==> config.mk <==
export PLATFORM = sky130hd
export DESIGN_NAME = olfm_status
export DESIGN_NICKNAME = d
export VERILOG_FILES = /design/src/rtl/olfm_pkg.sv /design/src/rtl/olfm_osc.sv /design/src/rtl/olfm_status.sv
export SDC_FILE = /design/constraint.sdc
export NUM_CORES = 1
export LEC_CHECK = 0
export ABC_AREA = 1
export ABC_CLOCK_PERIOD_IN_PS = 1800
export BUFFER_PORTS_ARGS = -buffer_cell sky130_fd_sc_hd__buf_2
export CORE_UTILIZATION = 40
export DETAILED_ROUTE_END_ITERATION = 10
export PLACE_DENSITY = 0.68
export SYNTH_ARGS = -nofsm -noshare
export SYNTH_HDL_FRONTEND = slang
export SYNTH_HIERARCHICAL = 1
export SYNTH_SLANG_ARGS = --single-unit
==> constraint.sdc <==
create_clock -name mclk -period 1.8 [get_ports mclk]
set_input_delay 0.36 -clock mclk [delete_from_list [all_inputs] [get_ports mclk]]
set_output_delay 0.36 -clock mclk [all_outputs]
set_load 0.02 [all_outputs]
==> src/rtl/olfm_pkg.sv <==
package olfm_pkg;

	// ====================================================================
	// register access codes (address byte bits between operation bit
	// and the last address bit flag)
	localparam logic [4:0] OLFM_ADDR_OL_5_8  = 5'h11; // 100 01
	localparam logic [4:0] OLFM_ADDR_OL_9_12 = 5'h09; // 010 01
	localparam logic [7:0] OLFM_OL_RESET     = 8'h00;
	localparam logic [7:0] OLFM_RSVD_MASK    = 8'h0F;
	localparam int         OLFM_BRIDGE_CNT   = 6;

	// ====================================================================
	// oscillator modulation timing
	localparam int         OLFM_CLK_MHZ      = 125;
	localparam int         OLFM_BASE_MHZ     = 8;
	localparam int         OLFM_FM_BASE_HZ   = 15625; // slowest mod rate
	localparam int         OLFM_FM_DIV_BASE  =
		(OLFM_CLK_MHZ * 1000000) / (2 * OLFM_FM_BASE_HZ);
	localparam logic [13:0] OLFM_FM_DIV_MAX  =
		14'(OLFM_FM_DIV_BASE - 1);
	localparam int         OLFM_BASE_DIV     = OLFM_CLK_MHZ / OLFM_BASE_MHZ;
	localparam logic [4:0] OLFM_BASE_NOM     = 5'(OLFM_BASE_DIV);
	localparam logic [1:0] OLFM_FM_OFF       = 2'h0;

	// per-bridge flag pair
	typedef struct packed {
		logic high;
		logic low;
	} olfm_pair_t;

	// read request from the command interface
	typedef struct packed {
		logic       valid;
		logic       last_address_bit_flag;
		logic [4:0] addr;
	} olfm_rd_t;

endpackage : olfm_pkg

==> src/rtl/olfm_osc.sv <==
`timescale 1ns/1ps
module olfm_osc (
	input  wire logic                mclk,
	input  wire logic                reset,
	input  wire logic [1:0]          oscillator_modulation_select,
	output logic                     base_tick,
	output logic                     fm_phase
);
	import olfm_pkg::*;

	logic [13:0] fm_cnt_reg;
	logic [4:0]  base_cnt_reg;
	logic [13:0] fm_limit;
	logic [4:0]  base_period;

	// half-period of modulation: 01 slowest, each step halves it
	always_comb begin
		case (oscillator_modulation_select)
			2'h1:    fm_limit = OLFM_FM_DIV_MAX;
			2'h2:    fm_limit = 14'(OLFM_FM_DIV_MAX >> 1);
			default: fm_limit = 14'(OLFM_FM_DIV_MAX >> 2);
		endcase
	end

	// modulation phase toggles at the selected rate
	always_ff @(posedge mclk) begin
		if (reset || oscillator_modulation_select == OLFM_FM_OFF) begin
			fm_cnt_reg <= 14'h0000;
			fm_phase   <= 1'b0;
		end else if (fm_cnt_reg >= fm_limit) begin
			fm_cnt_reg <= 14'h0000;
			fm_phase   <= ~fm_phase;
		end else begin
			fm_cnt_reg <= fm_cnt_reg + 14'h0001;
		end
	end

	// base clock period stretched by one in the upper phase
	assign base_period = fm_phase ? OLFM_BASE_NOM + 5'h01 : OLFM_BASE_NOM;

	// base oscillator enable pulse
	always_ff @(posedge mclk) begin
		if (reset) begin
			base_cnt_reg <= 5'h00;
			base_tick    <= 1'b0;
		end else if (base_cnt_reg >= base_period - 5'h01) begin
			base_cnt_reg <= 5'h00;
			base_tick    <= 1'b1;
		end else begin
			base_cnt_reg <= base_cnt_reg + 5'h01;
			base_tick    <= 1'b0;
		end
	end

	chk_fm_off_still : assert property (@(posedge mclk) disable iff (reset)
		oscillator_modulation_select == OLFM_FM_OFF |=> !fm_phase)
		else $error("modulation phase moved while off");

endmodule : olfm_osc

==> src/rtl/olfm_status.sv <==
`timescale 1ns/1ps
module olfm_status (
	input  wire logic                mclk,
	input  wire logic                reset,
	input  wire olfm_pkg::olfm_pair_t [5:0] open_load_detect,
	input  wire olfm_pkg::olfm_rd_t  rd_req,
	input  wire logic [1:0]          oscillator_modulation_select,
	output logic [7:0]               rd_data,
	output logic                     rd_valid,
	output logic                     base_tick,
	output logic                     fm_phase
);
	import olfm_pkg::*;

	olfm_pair_t [5:0] flag_reg;
	olfm_pair_t [5:0] flag_next;
	logic             hit_lo;
	logic             hit_hi;
	logic [7:0]       word_lo;
	logic [7:0]       word_hi;

	// ====================================================================
	// address decode
	// a strobe without the last address bit flag, or with any other code,
	// is ignored: no answer pulse, no clear, read data left as it was
	always_comb begin
		hit_lo = 1'b0;
		hit_hi = 1'b0;
		if (rd_req.valid && rd_req.last_address_bit_flag &&
			rd_req.addr == OLFM_ADDR_OL_5_8) begin
			hit_lo = 1'b1;
		end else if (rd_req.valid && rd_req.last_address_bit_flag &&
			rd_req.addr == OLFM_ADDR_OL_9_12) begin
			hit_hi = 1'b1;
		end
	end

	// bridge 8 high at bit 7 down to bridge 5 low at bit 0
	assign word_lo = {flag_reg[3], flag_reg[2], flag_reg[1], flag_reg[0]};
	assign word_hi = {4'h0, flag_reg[5], flag_reg[4]} & OLFM_RSVD_MASK;

	// ====================================================================
	// per-bridge sticky flags, detection wins over read clear
	for (genvar i = 0; i < OLFM_BRIDGE_CNT; i++) begin : g_flag
		logic clr;
		assign clr = (i < 4) ? hit_lo : hit_hi;
		always_comb begin
			flag_next[i] = clr ? 2'b00 : flag_reg[i];
			flag_next[i] = flag_next[i] | open_load_detect[i];
		end
		always_ff @(posedge mclk) begin
			if (reset) begin
				flag_reg[i] <= 2'b00;
			end else begin
				flag_reg[i] <= flag_next[i];
			end
		end
	end

	// read data captured before clear
	always_ff @(posedge mclk) begin
		if (reset) begin
			rd_data  <= OLFM_OL_RESET;
			rd_valid <= 1'b0;
		end else begin
			rd_valid <= hit_lo | hit_hi;
			if (hit_lo) begin
				rd_data <= word_lo;
			end else if (hit_hi) begin
				rd_data <= word_hi;
			end
		end
	end

	// ====================================================================
	// frequency modulated base oscillator
	olfm_osc u_osc (
		.mclk                         (mclk),
		.reset                        (reset),
		.oscillator_modulation_select (oscillator_modulation_select),
		.base_tick                    (base_tick),
		.fm_phase                     (fm_phase)
	);

	chk_latch_set : assert property (@(posedge mclk) disable iff (reset)
		open_load_detect[0].low |=> flag_reg[0].low)
		else $error("detection not latched");
	chk_latch_hold : assert property (@(posedge mclk) disable iff (reset)
		flag_reg[2].high && !hit_lo |=> flag_reg[2].high)
		else $error("flag dropped without read");
	chk_read_lo : assert property (@(posedge mclk) disable iff (reset)
		hit_lo |=> rd_valid && rd_data == $past(word_lo))
		else $error("bridge 5-8 read wrong");
	chk_read_hi : assert property (@(posedge mclk) disable iff (reset)
		hit_hi |=> rd_valid && rd_data[3:0] == $past(word_hi[3:0]))
		else $error("bridge 9-10 read wrong");
	chk_rsvd_zero : assert property (@(posedge mclk) disable iff (reset)
		rd_valid && $past(hit_hi) |-> rd_data[7:4] == 4'h0)
		else $error("reserved bits not zero");
	chk_read_clear : assert property (@(posedge mclk) disable iff (reset)
		hit_lo && !open_load_detect[1].high |=> !flag_reg[1].high)
		else $error("flag not cleared by read");
	chk_reset_zero : assert property (@(posedge mclk)
		reset |=> flag_reg == '0)
		else $error("flags not zero after reset");
	// base tick comes back after 15 clocks, 16 in the upper phase
	chk_tick_period : assert property (@(posedge mclk) disable iff (reset)
		base_tick |-> ##[15:16] base_tick)
		else $error("base tick missing");

	// ====================================================================
	// further checks on the read interface, the flags and the base oscillator
	// these guard the corners that random reads seldom reach: refused
	// strobes, a set and a clear in one cycle, reads of one register
	// leaving the other register alone

	// strobe without last address bit flag gives no answer
	chk_refuse_flag : assert property (@(posedge mclk) disable iff (reset)
		rd_req.valid && !rd_req.last_address_bit_flag |=> !rd_valid)
		else $error("read without flag answered");

	// unknown register code gives no answer
	chk_refuse_addr : assert property (@(posedge mclk) disable iff (reset)
		rd_req.valid && rd_req.addr != OLFM_ADDR_OL_5_8 &&
		rd_req.addr != OLFM_ADDR_OL_9_12 |=> !rd_valid)
		else $error("unknown code answered");

	// answer pulse only after an accepted read
	chk_valid_pulse : assert property (@(posedge mclk) disable iff (reset)
		!hit_lo && !hit_hi |=> !rd_valid)
		else $error("answer pulse without read");

	// read data holds between accepted reads
	chk_hold_data : assert property (@(posedge mclk) disable iff (reset)
		!hit_lo && !hit_hi |=> $stable(rd_data))
		else $error("read data moved without read");

	// detection in the read cycle survives the clear
	chk_set_wins : assert property (@(posedge mclk) disable iff (reset)
		hit_lo && open_load_detect[3].high |=> flag_reg[3].high)
		else $error("detection lost to read clear");

	// read of bridges 9-10 clears their flags
	chk_clear_hi : assert property (@(posedge mclk) disable iff (reset)
		hit_hi && !open_load_detect[5].low |=> !flag_reg[5].low)
		else $error("bridge 10 flag not cleared");

	// bridge 9 flag held until its own register is read
	chk_hi_hold : assert property (@(posedge mclk) disable iff (reset)
		flag_reg[4].high && !hit_hi |=> flag_reg[4].high)
		else $error("bridge 9 flag dropped");

	// reading bridges 9-10 leaves bridges 5-8 alone
	chk_no_cross : assert property (@(posedge mclk) disable iff (reset)
		hit_hi && flag_reg[0].low |=> flag_reg[0].low)
		else $error("wrong register cleared");

	// outputs quiet after reset
	chk_reset_out : assert property (@(posedge mclk)
		reset |=> !rd_valid && rd_data == OLFM_OL_RESET)
		else $error("read outputs not quiet after reset");

	// base tick is a single pulse with a long gap behind it
	chk_tick_gap : assert property (@(posedge mclk) disable iff (reset)
		base_tick |=> !base_tick [*8])
		else $error("base ticks too close");

	// modulation phase moves while modulation is off only in its first clock, when a high phase clears to low
	chk_fm_hold : assert property (@(posedge mclk) disable iff (reset)
		oscillator_modulation_select == OLFM_FM_OFF
		|=> $stable(fm_phase))
		else $error("phase moved while off");

	// both flags of a bridge latch together on a double detection
	chk_pair_set : assert property (@(posedge mclk) disable iff (reset)
		open_load_detect[2] == 2'b11 |=> flag_reg[2] == 2'b11)
		else $error("flag pair not latched");

	// a read of bridges 5-8 clears bridge 8 when nothing is detected
	chk_clear_b8 : assert property (@(posedge mclk) disable iff (reset)
		hit_lo && open_load_detect[3] == 2'b00
		|=> flag_reg[3] == 2'b00)
		else $error("bridge 8 flags not cleared");

	// read of bridges 9-10 reports the latched pair of bridge 10
	chk_read_b10 : assert property (@(posedge mclk) disable iff (reset)
		hit_hi |=> rd_data[3:2] == $past(flag_reg[5]))
		else $error("bridge 10 bits misplaced");

endmodule : olfm_status

After elaboration in Yosys (flattened, before gate mapping)
Index checks and enable logic that the tools add are counted.
{ "op_classes": {"addsub": 3, "order_cmp": 2, "n_eq_ne": 4, "n_mux": 14, "bitwise_logic": 8, "n_reduce_logical": 8} }
{ "op_table": {"columns": ["cell", "count"], "rows": [
  ["$pmux 12 s2", 1],
  ["$mux 8", 2],
  ["$add 14x1->14 const B", 1],
  ["$ge 14x12->1", 1],
  ["$mux 2", 6],
  ["$or 2x2->2", 6],
  ["$add 5x1->5 const B", 1],
  ["$eq 5x4->1 const B", 1],
  ["$eq 5x5->1 const B", 1],
  ["$ge 5x5->1", 1],
  ["$mux 5", 1],
  ["$sub 5x1->5 const B", 1],
  ["$mux 1", 4],
  ["$reduce_or 2->1", 2],
  ["$logic_and 1x1->1", 3],
  ["$eq 2x1->1 const B", 1],
  ["$eq 2x2->1 const B", 1],
  ["$logic_not 2->1", 1],
  ["$reduce_bool 2->1", 1],
  ["$logic_or 1x1->1", 1],
  ["$not 1->1", 1],
  ["$or 1x1->1", 1]
]} }
{ "totals": {"ff_bits": 42, "input_bits": 23, "out_inout_bits": 11, "word_cells": 57} }

Depth between registers and ports, before layout
{ "depth": {"ltp_word": 6, "ltp_mapped": 12, "ltp_nobuf": 12} }

Hierarchy
Netlist, hierarchy kept.
{ "by_module_without_submodules": {"columns": ["module", "n_inst", "cells_each", "area_per_inst_um2", "seq_area_each_um2"], "rows": [
  ["olfm_osc", 1, 140, 1103.6, 420.4],
  ["olfm_status", 1, 110, 858.3, 420.4]
]} }

Worst setup path before layout
OpenSTA, ideal clock, no wires.
{ "synth_path": {"path_type": "input to register", "startpoint": "input oscillator_modulation_select[1]", "endpoint": "register u_osc.fm_cnt_reg[10]", "setup_ps": 62, "t_arrival_ps": 1623, "t_required_ps": 1738, "path_slack_ps": 116, "path_stages": 10, "path_buffers": 1, "cell_sequence": "inv_1 -> ha_1 -> inv_1 -> ha_1 -> nand2_1 -> nor2_1 -> a21oi_2 -> nand3_2 -> buf_6 -> nor2_2"} }
{ "synth_via": {"elab_chain_len": 4, "word_cells_on_any_way": 7, "cone_classes": "order compare (1); eq/ne (2); mux (1); reduce/logical (3)"} }
{ "synth_rtl": {"columns": ["element", "line", "source"], "rows": [
  ["from (decl)", "olfm_status.sv:7", "input wire logic [1:0] oscillator_modulation_select,"],
  ["$eq 2x2->1 or $eq 2x1->1 (tied branches)", "olfm_osc.sv:18", "case (oscillator_modulation_select)"],
  ["$pmux 12 s2", "olfm_osc.sv:18", null],
  ["$ge 14x12->1", "olfm_osc.sv:30", "end else if (fm_cnt_reg >= fm_limit) begin"],
  ["$reduce_or 2->1 (no source line) *", null, null],
  ["to (signal assigned)", "olfm_osc.sv:34", "fm_cnt_reg <= fm_cnt_reg + 14'h0001;"],
  ["to (decl)", "olfm_osc.sv:11", "logic [13:0] fm_cnt_reg;"]
]} }
Mark *: on every way between the ends. The rest lies on a longest branch, timed or not.
A chain may end at the register's enable or synchronous reset.

Final worst setup path
{ "layout_path": {"startpoint": "input oscillator_modulation_select[0]", "endpoint": "register u_osc.fm_cnt_reg[8]"} }
Same word-level chain as after synthesis.

==> results.sh <==
export IMPL_place_congestion=0.751
export IMPL_grt_pass1_wl_um=5750
export IMPL_ios=34
export IMPL_setup_violations=0
export IMPL_core_area_mm2=0.00472
export IMPL_first_iter_violations=62
export IMPL_rows=25
export IMPL_period_minus_slack_ns=1.63
export IMPL_fmax_mhz=615
export IMPL_clock_root_buffer="clkbuf_8"
export IMPL_cts_htree_levels=2
export IMPL_dp_hpwl_um=2590
export IMPL_grt_max_degree=27
export IMPL_synthesis_area_mm2=0.00196
export IMPL_clk_latency_ns=0.29
export IMPL_cpLargestDelayFamily="adder cells"
export IMPL_synth_seq_cells=42
export IMPL_initial_core_util_pct=41.5
export IMPL_cp_data_arrival_time_ns=1.85
export IMPL_drt_total_wl_um=3440
export IMPL_cts_tree="built"
export IMPL_antenna_left=0
export IMPL_synth_area_leaders="dfxtp_1 43%, nor2_1 9.0%, ha_1 7.7%"
export IMPL_layout_common_cells="47 x nor2_1, 42 x dfxtp_1, 38 x nand2_1"
export IMPL_remaining_drc_errors=0
export IMPL_viasPerCell=4.45
export IMPL_grt_overflow=0
export IMPL_dieArea_mm2=0.00519
export IMPL_crit_fanout=10
export IMPL_crit_top_cell="nand2_1"
export IMPL_fin_util_pct=49.0
export IMPL_whs_ns=0.268
export IMPL_yosysTopAreaCell="dfxtp_1"
export IMPL_grt_pass1_vias=1388
export IMPL_setup_slack_ns=0.175
export IMPL_clock_skew_ns=0.00582
export IMPL_endpoint_kind="flip-flop"
export IMPL_status="finished, final reports clean"
export IMPL_period_share_pct=90.3
export IMPL_cts_clk_slew_worst_paths_ns=0.08
export IMPL_crit_chain="buf_2, inv_1, ha_1, ha_1, nand2_1, nor2_1, nor2_1, nand2_1, nand2_1, nand3_2, buf_12, a21oi_1"
export IMPL_power_density_mw_per_mm2=757
export IMPL_slowest_delay_ns=0.31
export IMPL_die_width_um=72.0
export IMPL_critPathSlowestCell="ha_1"
export IMPL_r2r_slack_ns=0.33
export IMPL_synth_cell_types=26
export IMPL_critPathRequiredTime_ns=2.03
export IMPL_areaGrowthSynthToFinish_pct=18.0
export IMPL_yosysSeqAreaShare_pct=42.9
export IMPL_antenna_found_initial=0
export IMPL_synth_cells=250
export IMPL_layout_nets=325
export IMPL_drive_gt1_share_pct=22.0
export IMPL_power_leakage_nw=1.08
export IMPL_holdBufCountCts=0
export IMPL_rsz0062_at_grt="false"
export IMPL_hold_viol=0
export IMPL_path_class="input port to flip-flop"
export IMPL_firstDrtPassIters=4
export IMPL_crit_buf_inv=3
export IMPL_clock_path_buffers=2
export IMPL_layout_commonest_cell="nor2_1"
export IMPL_hold_class="input port to flip-flop"
export IMPL_routedWlPerCell_um=9.61
export IMPL_postCtsSetupRepairBufs=0
export IMPL_synth_avg_cell_area_um2=7.85
export IMPL_drv_cap=0
export IMPL_die_height_um=72.0
export IMPL_ys_warn_count=6
export IMPL_maxSlewViolCount=0
export IMPL_cts_resized=0
export IMPL_start_kind="input port"
export IMPL_port_buffers=33
export IMPL_antenna_cells=0
export IMPL_synth_fp_nets=285
export IMPL_clock_sinks=42
export IMPL_ir_worst_vdd_mv=0.415
export IMPL_grt_usage_pct=14.4
export IMPL_largest_reg_flops=14
export IMPL_vias=1594
export IMPL_preCtsSetupSlack_ns=-0.135
export IMPL_numCtsBuffers=5
export IMPL_synth_top_area_share_pct=42.9
==> per-layer routing <==
| metal | share of wire, % | track usage [%] |
|---|---|---|
| met5 | 0 | 0 |
| met2 | 44 | 23.1 |
| met3 | 4.6 | 4.31 |
| met1 | 49 | 18.0 |
| met4 | 1.9 | 6.54 |
==> cells by family after synthesis <==
group	after synthesis	share of synthesized area (%)
buf+inv	37	8.42
compound gates	25	6.89
xor+xnor	9	4.02
flops	42	42.9
other cells	1	0.191
fa+ha+maj	12	7.65
simple gates	124	30.0
==> synthesized netlist by cell type <==
cell	n
nor2_1	47
dfxtp_1	42
nand2_1	38
inv_1	31
a21oi_1	22
nand3_1	13
ha_1	12
nand3b_1	6
nor2_2	6
xor2_1	5
nand2_2	4
xnor2_1	4
buf_6	3
nand4_1	3
clkbuf_1	2
nand3_2	2
a21oi_2	1
buf_4	1
conb_1	1
nand2_4	1
nor2_4	1
nor2_8	1
nor3_1	1
nor3_2	1
o2111ai_1	1
o21bai_1	1
==> power by group <==
| group | internal (mW) | leakage [nW] | switching (mW) |
|---|---|---|---|
| clock network | 0.308 | 0.0472 | 0.315 |
| registers | 0.960 | 0.344 | 0.0181 |
| logic | 0.0680 | 0.688 | 0.0820 |
==> per-stage QoR <==
stage                     instance area [µm²]  total power, mW  setup TNS (ns)  cells
after floorplan                          1960             1.09               0    250
after global placement                   2220             1.15          -0.877    350
after detailed placement                 2220             1.15           -1.47    350
after CTS                                2310             1.77               0    358
after global routing                     2310             1.84               0    358
final                                    2310             1.75               0    358
==> layout make-up <==
class	instances	area, µm²
Clock buffer	6	82.6
Clock inverter	2	12.5
Fill cell	467	2410
Inverter	31	116
Multi-Input combinational cell	171	956
Sequential cell	42	841
Tap cell	67	83.8
Timing Repair Buffer	39	223
==> worst register-to-register path: stages, from the launching register on <==
cell and delay (ns):
dfxtp_1 0.35, ha_1 0.33, nand2_1 0.09, nor2_1 0.05
nor2_1 0.07, nand2_1 0.06, nand2_1 0.09, nand3_2 0.11
buf_12 0.16, a21oi_1 0.10
==> worst paths after layout <==
kind,cells after the start,to,startpoint
worst min register to register,1,u_osc/fm_cnt_reg[0],u_osc/fm_cnt_reg[0]
worst max register to register,9,u_osc/fm_cnt_reg[8],u_osc/fm_cnt_reg[5]
worst min-delay path,3,flag_reg[2],open_load_detect[2]
worst max-delay path,12,u_osc/fm_cnt_reg[8],oscillator_modulation_select[0]
No activity file was read; power rests on OpenSTA's default activity.
